`src/lfs_consts.vh`:
```
`ifndef LFS_CONSTS_VH
`define LFS_CONSTS_VH

// Fault status bit positions
`define LFS_LINK_LOSS_BIT      15
`define LFS_FRAME_ERR_BIT      14
`define LFS_CUR_HIGH_BIT       13
`define LFS_CUR_LOW_BIT        12
`define LFS_OVERTEMP_BIT       11
`define LFS_WARMTEMP_BIT       10
`define LFS_SUP_CRIT_BIT       9
`define LFS_SUP_WARN_BIT       8
`define LFS_FAULT_RESET        16'h0000

// Control field positions (serial control word)
`define LFS_CTRL_WDOG_DIS_BIT  12
`define LFS_CTRL_READBACK_BIT  11
`define LFS_CTRL_NO_ALARM_BIT  10
`define LFS_CTRL_CRIT_ALERT_BIT 9
`define LFS_CTRL_MEAS_SEL_BIT  8
`define LFS_CTRL_RESET         16'h0000

// Command codes (upper byte of 24-bit frame)
`define LFS_CMD_WR_CTRL        8'h04
`define LFS_CMD_RD_FAULT       8'h85

// Thresholds in measurement codes (voltage: code*2.5/256, temp: 312-1.559*code)
`define LFS_T140_CODE          8'h6e
`define LFS_T125_CODE          8'h78
`define LFS_T100_CODE          8'h88
`define LFS_T85_CODE           8'h92
`define LFS_V03_CODE           8'h1f
`define LFS_V04_CODE           8'h29
`define LFS_V06_CODE           8'h3d
`define LFS_V07_CODE           8'h48

// Watchdog timeout in microseconds and cycles at 40 MHz
`define LFS_CLK_MHZ            40
`define LFS_WDOG_US            1000
`define LFS_WDOG_CYC           (`LFS_WDOG_US * `LFS_CLK_MHZ)

`endif

```
`src/lfs_fault_status.v`:
```
`timescale 1ns/100ps
`include "lfs_consts.vh"

// Operation
// - Set link-loss bit on watchdog timeout
// - Link loss forces alarm unless disabled
// - Alarm direction follows sampled polarity pin
// - Set frame-error bit on a frame of nonzero length that is not 24 bits long
// - Current-high bit while loop over programmed
// - Current-low bit while loop under programmed
// - Overtemp sets above 140, clears below 125
// - Warm flag sets above 100, clears below 85
// - Critical supply sets under 0.3, clears 0.4
// - Warning supply sets under 0.6, clears 0.7
// - Alert uses all flags except warning ones
// - Low byte is selected measurement code
// - Voltage code scales 2.5/256 volts
// - Temperature code is 312 minus 1.559 each
// - Fault register ignores host writes
// - Readback shifts fault word during writes
// - Control bit gates critical supply alert
module lfs_fault_status (
  input  wire       core_clk,
  input  wire       reset,
  input  wire       sync_n,
  input  wire       sclk,
  input  wire       sdin,
  input  wire       alarm_dir_pin,
  input  wire       cur_over,
  input  wire       cur_under,
  input  wire [7:0] volt_code,
  input  wire [7:0] temp_code,
  input  wire       meas_valid,
  output reg        sdo_q,
  output reg        sdo_oe_q,
  output reg        fault_q,
  output reg        alarm_force_q,
  output reg        alarm_upscale_q,
  output reg [15:0] ctrl_q
);
  // Pin synchronisers
  reg  [1:0]  sclk_s_q;
  reg  [1:0]  sync_s_q;
  reg  [1:0]  sdin_s_q;
  reg  [1:0]  dir_s_q;
  reg  [1:0]  ovr_s_q;
  reg  [1:0]  und_s_q;
  reg         sclk_d_q;
  reg  [23:0] shin_q;
  reg  [4:0]  bitcnt_q;
  reg  [15:0] shout_q;
  reg         frame_q;
  reg  [31:0] wdog_q;
  reg         link_loss_q;
  reg         frame_err_q;
  reg         cur_high_q;
  reg         cur_low_q;
  reg  [7:0]  meas_q;
  wire        overtemp;
  wire        warmtemp;
  wire        sup_crit;
  wire        sup_warn;
  wire [15:0] fault_word;
  wire        rise;
  wire        fall;
  wire        frame_end;
  wire        frame_start;

  // Two-stage synchronisers on all pins
  always @(posedge core_clk or posedge reset) begin
    if (reset) begin
      sclk_s_q <= 2'h0;
      sync_s_q <= 2'h3;
      sdin_s_q <= 2'h0;
      dir_s_q  <= 2'h0;
      ovr_s_q  <= 2'h0;
      und_s_q  <= 2'h0;
      sclk_d_q <= 1'b0;
    end else begin
      sclk_s_q <= {sclk_s_q[0], sclk};
      sync_s_q <= {sync_s_q[0], sync_n};
      sdin_s_q <= {sdin_s_q[0], sdin};
      dir_s_q  <= {dir_s_q[0], alarm_dir_pin};
      ovr_s_q  <= {ovr_s_q[0], cur_over};
      und_s_q  <= {und_s_q[0], cur_under};
      sclk_d_q <= sclk_s_q[1];
    end
  end

  assign rise        = sclk_s_q[1] & ~sclk_d_q;
  assign fall        = ~sclk_s_q[1] & sclk_d_q;
  assign frame_start = ~sync_s_q[1] & ~frame_q;
  assign frame_end   = sync_s_q[1] & frame_q;

  // A frame counts as valid only with exactly 24 bits
  function frame_ok;
    input [4:0] n;
    begin
      frame_ok = (n == 5'd24);
    end
  endfunction

  // Temperature flags: higher temperature means lower code
  lfs_hyst #(.SET_CODE(`LFS_T140_CODE), .CLR_CODE(`LFS_T125_CODE), .SET_LOW(1'b1)) u_ot (
    .core_clk (core_clk),
    .reset    (reset),
    .code     (temp_code),
    .valid    (meas_valid),
    .flag_q   (overtemp)
  );
  lfs_hyst #(.SET_CODE(`LFS_T100_CODE), .CLR_CODE(`LFS_T85_CODE), .SET_LOW(1'b1)) u_wt (
    .core_clk (core_clk),
    .reset    (reset),
    .code     (temp_code),
    .valid    (meas_valid),
    .flag_q   (warmtemp)
  );
  // Supply flags: lower voltage means lower code
  lfs_hyst #(.SET_CODE(`LFS_V03_CODE), .CLR_CODE(`LFS_V04_CODE), .SET_LOW(1'b1)) u_sc (
    .core_clk (core_clk),
    .reset    (reset),
    .code     (volt_code),
    .valid    (meas_valid),
    .flag_q   (sup_crit)
  );
  lfs_hyst #(.SET_CODE(`LFS_V06_CODE), .CLR_CODE(`LFS_V07_CODE), .SET_LOW(1'b1)) u_sw (
    .core_clk (core_clk),
    .reset    (reset),
    .code     (volt_code),
    .valid    (meas_valid),
    .flag_q   (sup_warn)
  );

  // Fault word, built only from hardware state
  assign fault_word = {link_loss_q, frame_err_q, cur_high_q, cur_low_q,
                       overtemp, warmtemp, sup_crit, sup_warn, meas_q};

  // Serial frame receive, length check, control writes and readback shift
  always @(posedge core_clk or posedge reset) begin
    if (reset) begin
      shin_q      <= 24'h000000;
      bitcnt_q    <= 5'h00;
      shout_q     <= `LFS_FAULT_RESET;
      frame_q     <= 1'b0;
      ctrl_q      <= `LFS_CTRL_RESET;
      frame_err_q <= 1'b0;
      sdo_q       <= 1'b0;
      sdo_oe_q    <= 1'b0;
      wdog_q      <= 32'h0;
      link_loss_q <= 1'b0;
    end else begin
      if (frame_start) begin
        frame_q  <= 1'b1;
        bitcnt_q <= 5'h00;
        shout_q  <= fault_word;
        // Readback drives only when enabled
        sdo_oe_q <= ctrl_q[`LFS_CTRL_READBACK_BIT];
        sdo_q    <= fault_word[15];
      end else if (frame_q) begin
        if (rise) begin
          shin_q   <= {shin_q[22:0], sdin_s_q[1]};
          if (bitcnt_q != 5'h1f)
            bitcnt_q <= bitcnt_q + 5'h01; // Saturate so long frames never wrap to 24
        end
        if (fall) begin
          shout_q <= {shout_q[14:0], 1'b0};
          sdo_q   <= shout_q[14];
        end
      end
      if (frame_end) begin
        frame_q  <= 1'b0;
        sdo_oe_q <= 1'b0;
        // Only full 24-bit frames write the control word
        if (frame_ok(bitcnt_q) && shin_q[23:16] == `LFS_CMD_WR_CTRL)
          ctrl_q <= shin_q[15:0];
        // Any other nonzero length is a broken frame, held until reset
        if (!frame_ok(bitcnt_q) && bitcnt_q != 5'd0)
          frame_err_q <= 1'b1;
      end
      // Watchdog restarts only on a complete frame, so line noise cannot feed it
      if (frame_end && frame_ok(bitcnt_q)) begin
        wdog_q      <= 32'h0;
        link_loss_q <= 1'b0;
      end else if (ctrl_q[`LFS_CTRL_WDOG_DIS_BIT]) begin
        wdog_q <= 32'h0;
      end else if (wdog_q >= `LFS_WDOG_CYC - 1) begin
        link_loss_q <= 1'b1;
      end else begin
        wdog_q <= wdog_q + 32'h1;
      end
    end
  end

  // Loop current compare flags and measurement code select
  always @(posedge core_clk or posedge reset) begin
    if (reset) begin
      cur_high_q <= 1'b0;
      cur_low_q  <= 1'b0;
      meas_q     <= 8'h00;
    end else begin
      cur_high_q <= ovr_s_q[1];
      cur_low_q  <= und_s_q[1];
      if (meas_valid)
        meas_q <= ctrl_q[`LFS_CTRL_MEAS_SEL_BIT] ? temp_code : volt_code;
    end
  end

  // Alert and alarm outputs
  always @(posedge core_clk or posedge reset) begin
    if (reset) begin
      fault_q         <= 1'b0;
      alarm_force_q   <= 1'b0;
      alarm_upscale_q <= 1'b0;
    end else begin
      fault_q <= link_loss_q | frame_err_q | cur_high_q | cur_low_q | overtemp |
                 (sup_crit & ctrl_q[`LFS_CTRL_CRIT_ALERT_BIT]);
      alarm_force_q   <= link_loss_q & ~ctrl_q[`LFS_CTRL_NO_ALARM_BIT];
      alarm_upscale_q <= dir_s_q[1];
    end
  end
endmodule

```
`src/lfs_hyst.v`:
```
`timescale 1ns/100ps
`include "lfs_consts.vh"

// Hysteretic comparator on an 8-bit code: set when crossing set level
module lfs_hyst #(
  parameter [7:0] SET_CODE = 8'h00,
  parameter [7:0] CLR_CODE = 8'h00,
  parameter       SET_LOW  = 1'b0
) (
  input  wire       core_clk,
  input  wire       reset,
  input  wire [7:0] code,
  input  wire       valid,
  output reg        flag_q
);
  // Set on one side of the band, clear only past the other edge
  always @(posedge core_clk or posedge reset) begin
    if (reset) begin
      flag_q <= 1'b0;
    end else if (valid) begin
      if (SET_LOW ? (code < SET_CODE) : (code > SET_CODE))
        flag_q <= 1'b1;
      else if (SET_LOW ? (code > CLR_CODE) : (code < CLR_CODE))
        flag_q <= 1'b0;
    end
  end
endmodule

```
`config.mk`:
```
export PLATFORM = sky130hd
export DESIGN_NAME = lfs_fault_status
export DESIGN_NICKNAME = d
export VERILOG_FILES = /design/src/lfs_fault_status.v /design/src/lfs_hyst.v
export VERILOG_INCLUDE_DIRS = /design/src /design/src/src
export SDC_FILE = /design/constraint.sdc
export NUM_CORES = 1
export LEC_CHECK = 0
export BUFFER_PORTS_ARGS = -buffer_cell sky130_fd_sc_hd__buf_2
export CAP_MARGIN = 20
export CORE_MARGIN = 4
export CORE_UTILIZATION = 45
export DETAILED_ROUTE_END_ITERATION = 7
export PLACE_DENSITY = 0.7
export SETUP_SLACK_MARGIN = 0.4
export SLEW_MARGIN = 40
export SYNTH_ARGS = -nofsm -noshare
export SYNTH_HDL_FRONTEND = slang
export SYNTH_SLANG_ARGS = --single-unit
```
`constraint.sdc`:
```
create_clock -name core_clk -period 5.3 [get_ports core_clk]
set_input_delay 1.325 -clock core_clk [delete_from_list [all_inputs] [get_ports core_clk]]
set_output_delay 1.325 -clock core_clk [all_outputs]
set_load 0.01 [all_outputs]
```
==> impl_metrics.json, run 1 <==
{
  "holdCritPathClass": "flop to flop",
  "ant_nets": 0,
  "period_share_pct": 48.77,
  "cpMaxStageDelayCell": "dfrtp_1",
  "cap_violations": 0,
  "rows": 39,
  "cts-hold-fix-buffers": 0,
  "cts_sinks": 127,
  "ys_warn_count": 0,
  "syn_nets": 472,
  "worstPathArrival_ps": 1260,
  "postCtsSetupBuffers": 0,
  "post_drt_via_cell_ratio": 5.282,
  "leakage_nw": 2.991,
  "avgSynthCellArea_um2": 12.35,
  "path_buf_inv": 1,
  "layout_setup_ws_ps": 2715,
  "worstHoldPathCells": 0,
  "antenna_found_initial": 0,
  "grt_pass1_vias": 3573,
  "drt_first_pass_iters": 5,
  "grt_pass1_wl_um": 16990,
  "die_h_um": 117.9,
  "dr_total_vias": 3423,
  "fill_cells": 965,
  "final_common_cell": "dfrtp_1",
  "rsz0062_at_grt": "no",
  "min_period_ps": 2585,
  "insertion_delay_ps": 400,
  "grt_max_degree": 84,
  "critical-path-top-delay-family": "flip-flops",
  "route.detailed.drc": 0,
  "h-tree-depth": 4,
  "die-area_um2": 13890,
  "start_util_pct": 46.78,
  "overflow": 0,
  "reg2reg_slack_ps": 2920,
  "cts_tree": "done",
  "fin_setup_tns_ps": 0,
  "antenna_cells": 0,
  "drive_gt1_share_pct": 26.14,
  "setup_viol": 0,
  "synth.distinct_cells": 55,
  "track_usage_pct": 14.98,
  "path_max_fanout": 10,
  "ir_worst_vdd_mv": 0.1668,
  "cts-resized-gates": 0,
  "cp_slowest_stage_delay_ps": 640,
  "tightest_slew_ps": 777.2,
  "relSlewSlack_pct": 48.04,
  "async_reset_ff_share_pct": 100.0,
  "hold_viol_final": 0,
  "path_cells": "buf_2",
  "cts.path.max_buffers": 2,
  "r2r_end": "ctrl_q[8]",
  "rr_startpoint": "sync_s_q[1]",
  "core_area_um2": 11610,
  "mostFrequentLayoutCells": "dfrtp_1 (125), buf_2 (45), nor2_1 (41), a21oi_1 (32), mux2_2 (30)",
  "crit_cells": 1,
  "slew_viol_final": 0,
  "max_freq_ghz": 0.3869,
  "top_level_ports": 46,
  "hpwl_um": 6526,
  "wl_um": 9797,
  "synthCells": 440,
  "min_to": "und_s_q[1]",
  "place_congestion": 0.8159,
  "first_iter_violations": 242,
  "synth_ff_type": "dfrtp_1",
  "reg2reg_depth": 5,
  "synth-edff-count": 0,
  "synth_area_um2": 5433,
  "clockRootBuffer": "clkbuf_16",
  "routedWlPerCell_um": 15.12,
  "worstHoldStart": "und_s_q[0]",
  "area_growth_pct": 18.31,
  "fin_cells": 648,
  "cts_buffers": 17,
  "cp_data_required_time_ps": 3970,
  "clk_pin_slew_ps": 50,
  "p_per_area_nw_per_um2": 440.2,
  "yosysSeqAreaShare_pct": 58.54,
  "critPathKind": "flop to output port",
  "ys_seq_elements": 127,
  "io_buffers": 45,
  "clock_skew_ps": 6.900,
  "outcome": "complete, no violations",
  "cp-end-kind": "output port",
  "critPathLaunchType": "flop",
  "fin_nets": 524,
  "dieWidth_um": 117.9,
  "dp_slack_ps": 2874,
  "dp.cells": 615
}
[area by class of cell]
cell class,instances,area [um2],area share [%]
clock buffer,23,488.0,7.592
clock inverter,9,83.83,1.304
inverter,8,35.03,0.5451
multi-input combinational,288,2178,33.89
sequential,127,3181,49.48
tap,143,178.9,2.784
timing repair buffer,50,282.8,4.399
[report_power, final]
| group | internal, mW | leakage (nW) | switching (mW) |
|---|---|---|---|
| Clock | 0.692 | 0.271 | 0.401 |
| Combinational | 0.219 | 1.12 | 0.258 |
| Sequential | 1.13 | 1.60 | 0.129 |
[layer usage]
metal,GRT usage [%],up-vias,share of wire (%)
li1,-,1660,-
met1,18.95,1721,47
met2,24.72,32,50
met3,4.373,10,2.3
met4,5.055,0,1.1
met5,0,-,0
[Yosys cell counts (all sizes together) (4+ instances only)]
cell / number / area [um2]
a21oi: 32 / 160.2
dfrtp: 125 / 3128
and2: 16 / 100.1
mux2: 40 / 450.4
inv: 8 / 30.03
nand3b: 4 / 30.03
nand2: 20 / 77.58
nor3: 5 / 30.03
o21ai: 12 / 63.81
ha: 7 / 87.58
nor4: 13 / 168.9
nand2b: 8 / 50.05
nand3: 11 / 55.05
mux2i: 27 / 270.3
and3: 7 / 43.79
buf: 4 / 18.76
nand4: 5 / 46.29
xnor2: 9 / 78.83
clkbuf: 13 / 48.80
nor2: 41 / 153.9
[worst max-delay path by stage]
| stage | slack [ps] | end | start |
|---|---|---|---|
| finish | 2720 | ctrl_q[8] | ctrl_q[8] |
| global placement | 2720 | sync_s_q[0] | reset |
| detailed placement | 2870 | ctrl_q[8] | sync_s_q[1] |
| global route | 2650 | ctrl_q[8] | ctrl_q[8] |
| floorplan | 590 | alarm_force_q | reset |
| CTS | 2700 | ctrl_q[8] | ctrl_q[8] |
[state kept, by name (all words and copies together) (netlist names), 5 cells and up]
register,count
wdog_q,32
shout_q,15
ctrl_q,16
shin_q,24
bitcnt_q,5
meas_q,8
[cell families after synthesis]
logic type | Yosys count | share of synthesized area [%]
and+or+nand+nor | 139 | 15.41
DFF | 127 | 58.54
muxes | 67 | 13.27
buffers and inverters | 25 | 1.796
adders and majority gates | 7 | 1.612
xor gates and xnor gates | 10 | 1.612
AOI/OAI and AO/OA | 65 | 7.762
[through the flow]
step / instance area, um2 / utilization, % / power, mW / hold WS (ps)
after floorplan: 5433 / - / 1.619 / 331.2
after global placement: 5814 / 50.06 / 1.719 / 332.5
after detailed placement: 5828 / 50.18 / 1.749 / 337.0
after CTS: 6400 / 55.11 / 2.863 / 349.5
after global routing: 6427 / 55.34 / 2.995 / 357.7
final: 6427 / 55.34 / 2.829 / 346.4
(Power assumes the default switching activity.)
==> run 2: changes to the inputs <==
--- a/config.mk
+++ b/config.mk
@@ -6,12 +6,13 @@
 export SDC_FILE = /design/constraint.sdc
 export NUM_CORES = 1
 export LEC_CHECK = 0
+export ABC_AREA = 1
 export BUFFER_PORTS_ARGS = -buffer_cell sky130_fd_sc_hd__buf_2
 export CAP_MARGIN = 20
 export CORE_MARGIN = 4
 export CORE_UTILIZATION = 45
 export DETAILED_ROUTE_END_ITERATION = 7
-export PLACE_DENSITY = 0.7
+export PLACE_DENSITY = 0.72
 export SETUP_SLACK_MARGIN = 0.4
 export SLEW_MARGIN = 40
 export SYNTH_ARGS = -nofsm -noshare
==> constraint.sdc (replaced) <==
create_clock -name core_clk -period 2.2 [get_ports core_clk]
set_input_delay 0.55 -clock core_clk [delete_from_list [all_inputs] [get_ports core_clk]]
set_output_delay 0.55 -clock core_clk [all_outputs]
set_load 0.01 [all_outputs]
==> impl_metrics.json, run 2 <==
{
  "outcome": "complete, no violations",
  "syn_nets": 697,
  "slew_viol_final": 0,
  "clock_skew_ps": 9.109,
  "top_level_ports": 46,
  "setup_viol": 0,
  "ys_warn_count": 0,
  "dieWidth_um": 120.5,
  "grt_pass1_wl_um": 20690,
  "synth_ff_type": "dfrtp_1",
  "fin_nets": 756,
  "track_usage_pct": 18.00,
  "antenna_cells": 0,
  "cap_violations": 0,
  "use_met3_pct": 4.911,
  "top_regs": "wdog_q (32), shin_q (24), ctrl_q (16)",
  "ys_top_cells_by_count": "nand2_1 (143), dfrtp_1 (125), nor2_1 (88)",
  "cp_data_required_time_ps": 2500,
  "start_util_pct": 46.62,
  "grt_use_met2_pct": 28.61,
  "synth_top_area_share_pct": 54.95,
  "rsz0062_at_grt": "yes",
  "worstPathArrival_ps": 1990,
  "yosysTopAreaCell": "dfrtp_1",
  "async_reset_ff_share_pct": 100.0,
  "wl_um": 12210,
  "synth_area_um2": 5693,
  "min_period_ps": 1693,
  "overflow": 0,
  "grt_util_met1_pct": 22.99,
  "mostFrequentLayoutCells": "nand2_1 (143), dfrtp_1 (125), nor2_1 (88), inv_1 (81), o21ai_0 (49)",
  "cts_buffers": 17,
  "ir_worst_vdd_mv": 0.6792,
  "synth_most_common_cell": "nand2_1",
  "grt_pass1_vias": 4404,
  "antenna_found_initial": 0,
  "period_share_pct": 76.97,
  "die_h_um": 120.5,
  "path_max_fanout": 6,
  "p_per_area_nw_per_um2": 1052,
  "final_common_cell": "nand2_1",
  "insertion_delay_ps": 420,
  "avgSynthCellArea_um2": 8.561,
  "area_growth_pct": 20.00,
  "ant_nets": 0,
  "synth.distinct_cells": 37,
  "h-tree-depth": 4,
  "leakage_nw": 3.362,
  "fill_cells": 1117,
  "cts_tree": "done",
  "cts-hold-fix-buffers": 0,
  "total_power_mw": 7.184,
  "cts.path.max_buffers": 2,
  "cp-startpoint": "bitcnt_q[0]",
  "fin_setup_tns_ps": 0,
  "synth-edff-count": 0,
  "critPathLaunchType": "flop",
  "dr_total_vias": 4470,
  "post_drt_via_cell_ratio": 4.939,
  "rr_startpoint": "bitcnt_q[0]",
  "ys_seq_elements": 127,
  "first_iter_violations": 367,
  "synthCells": 665,
  "rows": 40,
  "holdCritPathClass": "input pin to async pin",
  "synth_area_leaders": "dfrtp_1 (55%), nand2_1 (9.4%), nor2_1 (5.8%)",
  "place_congestion": 0.8654,
  "cp-end-kind": "flop",
  "hpwl_um": 7869,
  "core_area_um2": 12210,
  "tightest_slew_ps": 703.5,
  "routedWlPerCell_um": 13.50,
  "largest_reg_flops": 32,
  "drt_first_pass_iters": 7,
  "yosysSeqAreaShare_pct": 55.87,
  "grt_busiest_layer": "met2",
  "grt_max_degree": 54,
  "drive_gt1_share_pct": 16.01,
  "clockRootBuffer": "clkbuf_16",
  "max_freq_ghz": 0.5906,
  "critPathKind": "flop to flop",
  "clk_pin_slew_ps": 60,
  "io_buffers": 45,
  "relSlewSlack_pct": 52.92,
  "hold_viol_final": 0,
  "cts_sinks": 127,
  "route.detailed.drc": 0,
  "largest_register": "wdog_q",
  "die-area_um2": 14510
}
==> run 2: what timing repair did <==
item                       in CTS  in global routing
resized for setup               1                  9
setup endpoints to repair      11                 61
pin swaps                       0                  4
hold endpoints to repair        0                  0
setup buffers                   0                  9
gates cloned                    0                  1
==> run 2: per-layer routing <==
metal | share of wire (%) | wire, um
met2 | 47 | 5740
met1 | 45 | 5540
met4 | 2.5 | 309
met3 | 5.1 | 623
met5 | 0 | 0
==> run 2: final timing paths <==
check	endpoint	slack [ps]	cells after the start
setup / recovery	bitcnt_q[2]	510	10
hold / removal	shin_q[0]	180	2
setup reg to reg	bitcnt_q[2]	510	10
hold reg to reg	und_s_q[1]	350	0
max in group asynchronous	sync_s_q[0]	1330	3
min in group core_clk	sync_s_q[0]	230	1
==> run 2: layout make-up <==
class	count	area [um2]	share of cell area, %
Inverter	89	342.8	5.018
Timing Repair Buffer	61	374.1	5.476
Clock buffer	20	456.7	6.685
Sequential cell	127	3181	46.56
Clock inverter	12	136.4	1.996
Tap cell	168	210.2	3.077
Multi-Input combinational cell	428	2131	31.19
==> run 2: report_power, final <==
group	switching (mW)	total, mW	internal [mW]
registers	0.302	3.10	2.79
clock network	1.04	2.77	1.73
logic	0.856	1.32	0.467
==> run 2: cells by family after synthesis <==
| logic type | count (synthesis) | share of synthesized area [%] |
|---|---|---|
| simple gates | 307 | 23.91 |
| flops | 127 | 55.87 |
| buf+inv | 111 | 7.758 |
| compound gates | 109 | 10.31 |
| fa+ha+maj | 7 | 1.538 |
| xor+xnor | 4 | 0.6155 |
==> run 2: critical path, cell delays in order, from the launching register on <==
cell     delay (ps)
dfrtp_1         400
ha_1            220
nand2_1          90
nor2_1           50
ha_1            170
inv_1            50
nand2_1          80
a21oi_4         220
inv_1           110
a21oi_1         130
a21oi_1          60
==> run 2: stage by stage <==
step | setup WS [ps] | area [um2] | hold WS [ps] | instances | utilization (%)
finish | 506.7 | 6832 | 184.2 | 905 | 55.94
global route | 333.4 | 6832 | 212.7 | 905 | 55.94
CTS | 410.4 | 6709 | 175.7 | 895 | 54.94
detailed placement | 382.6 | 6116 | 337.2 | 863 | 50.08
global placement | 482.4 | 6108 | 332.8 | 863 | 50.02
floorplan | 84.37 | 5697 | 331.2 | 665 | -
==> run 3: changes to the inputs <==
==> constraint.sdc (replaced) <==
create_clock -name core_clk -period 1.37 [get_ports core_clk]
set_input_delay 0.3425 -clock core_clk [delete_from_list [all_inputs] [get_ports core_clk]]
set_output_delay 0.3425 -clock core_clk [all_outputs]
set_load 0.01 [all_outputs]
==> impl_metrics.json, run 3 (synthesized netlist as in run 2, its figures left out) <==
{
  "final_common_cell": "dfrtp_1",
  "cpMaxStageDelayCell": "dfrtp_1",
  "slew_viol_final": 0,
  "antenna_found_initial": 0,
  "place_congestion": 0.8778,
  "area_growth_pct": 63.34,
  "fin_setup_tns_ps": -23400,
  "fill_cells": 700,
  "track_usage_pct": 23.00,
  "path_buf_inv": 2,
  "post_drt_via_cell_ratio": 5.669,
  "h-tree-depth": 4,
  "hpwl_um": 8941,
  "dieWidth_um": 120.5,
  "largest_reg_flops": 32,
  "clockRootBuffer": "clkbuf_16",
  "p_per_area_nw_per_um2": 1545,
  "ant_nets": 0,
  "leakage_nw": 4.361,
  "period_share_pct": 127.8,
  "dr_total_vias": 5816,
  "clock_skew_ps": 8.899,
  "outcome": "finished with violations",
  "rsz0062_at_grt": "yes",
  "insertion_delay_ps": 430,
  "crit_cells": 10,
  "hold_viol_final": 9,
  "critPathLaunchType": "flop",
  "cts_sinks": 127,
  "core_area_um2": 12210,
  "cts_tree": "done",
  "grt_pass1_wl_um": 26220,
  "ir_worst_vdd_mv": 1.310,
  "path_max_fanout": 6,
  "cp_data_required_time_ps": 1680,
  "critical-path-top-delay-family": "compound AO/OA/AOI/OAI gates",
  "largest_register": "wdog_q",
  "mostFrequentLayoutCells": "dfrtp_1 (122), buf_4 (85), nand2_1 (83), inv_1 (74), nor2_1 (52)",
  "critPathKind": "flop to flop",
  "drt_first_pass_iters": 6,
  "die-area_um2": 14510,
  "cp_slowest_stage_delay_ps": 420,
  "holdCritPathClass": "input pin to async pin",
  "wl_um": 20510,
  "die_h_um": 120.5,
  "drive_gt1_share_pct": 50.35,
  "grt_pass1_vias": 5510,
  "rows": 40,
  "cts.path.max_buffers": 2,
  "cp-end-kind": "flop",
  "violations": "hold timing, setup timing",
  "first_iter_violations": 624,
  "route.detailed.drc": 0,
  "max_freq_ghz": 0.5711,
  "layout_setup_ws_ps": -380.9,
  "top_regs": "wdog_q (32), shin_q (24), ctrl_q (16)",
  "clk_pin_slew_ps": 60,
  "grt_max_degree": 35,
  "fin_nets": 879,
  "cap_violations": 0,
  "routedWlPerCell_um": 19.99,
  "tightest_slew_ps": 460.9,
  "reg2reg_depth": 10,
  "setup_viol": 95,
  "timing.hold.ws_ps": -69.68,
  "io_buffers": 45,
  "overflow": 0,
  "worstPathArrival_ps": 2060,
  "antenna_cells": 0,
  "cts_buffers": 17,
  "top_level_ports": 46,
  "relSlewSlack_pct": 69.21,
  "start_util_pct": 46.62,
  "path_cells": "ha_2 -> nand2_2 -> nor2_2 -> ha_2 -> inv_2 -> nand2_2 -> a21oi_4 -> inv_2 -> a21oi_2 -> a21oi_1",
  "min_period_ps": 1751
}
run 3: worst paths after layout:
path / startpoint / to / slack (ps)
max in group asynchronous: reset / sync_s_q[0] / 870
worst max-delay path: bitcnt_q[1] / bitcnt_q[2] / -380
worst min register to register: dir_s_q[0] / dir_s_q[1] / 350
worst max register to register: bitcnt_q[1] / bitcnt_q[2] / -380
min in group core_clk: sync_n / sync_s_q[0] / 20
worst min-delay path: reset / shin_q[13] / -70
run 3: report_power, final:
part / switching, mW / total [mW] / internal (mW)
clock: 1.70 / 4.77 / 3.07
sequential: 0.747 / 5.24 / 4.49
combinational: 2.35 / 4.36 / 2.01
total: 4.80 / 14.4 / 9.57
run 3: metrics by stage:
stage / total power, mW / instance area (um2) / cells / setup WS, ps / util (%)
final: 14.37 / 9299 / 1026 / -380.9 / 76.15
after global routing: 14.95 / 9299 / 1026 / -425.1 / 76.15
after CTS: 12.96 / 8279 / 993 / -197.3 / 67.80
after detailed placement: 7.822 / 6782 / 916 / -273.7 / 55.53
after global placement: 7.629 / 6782 / 916 / -134.5 / 55.53
after floorplan: 6.886 / 6021 / 665 / -538.1 / -
run 3: repair_timing:
| item | in CTS | in global routing |
|---|---|---|
| resized for setup | 107 | 173 |
| setup buffers | 35 | 23 |
| hold endpoints to repair | 9 | 9 |
| cloned | 12 | 10 |
| endpoints found under the setup margin | 126 | 128 |
| pin swaps | 38 | 30 |
run 3: routing by layer:
layer | GRT usage, % | vias to the layer above | wire length [um]
met5 | 0 | - | 0
met4 | 12.89 | 0 | 1381
met3 | 6.361 | 145 | 1435
met2 | 38.77 | 351 | 10390
met1 | 26.39 | 2798 | 7309
li1 | - | 2522 | -
run 3: cell type report:
cell class / instances / area (um2) / share of cell area, %
inverter: 89 / 377.9 / 4.064
timing repair inverter: 3 / 43.79 / 0.4709
clock inverter: 10 / 163.9 / 1.763
clock buffer: 20 / 446.7 / 4.804
tap: 168 / 210.2 / 2.260
sequential: 127 / 3184 / 34.24
multi-input combinational: 432 / 3131 / 33.67
timing repair buffer: 177 / 1742 / 18.73
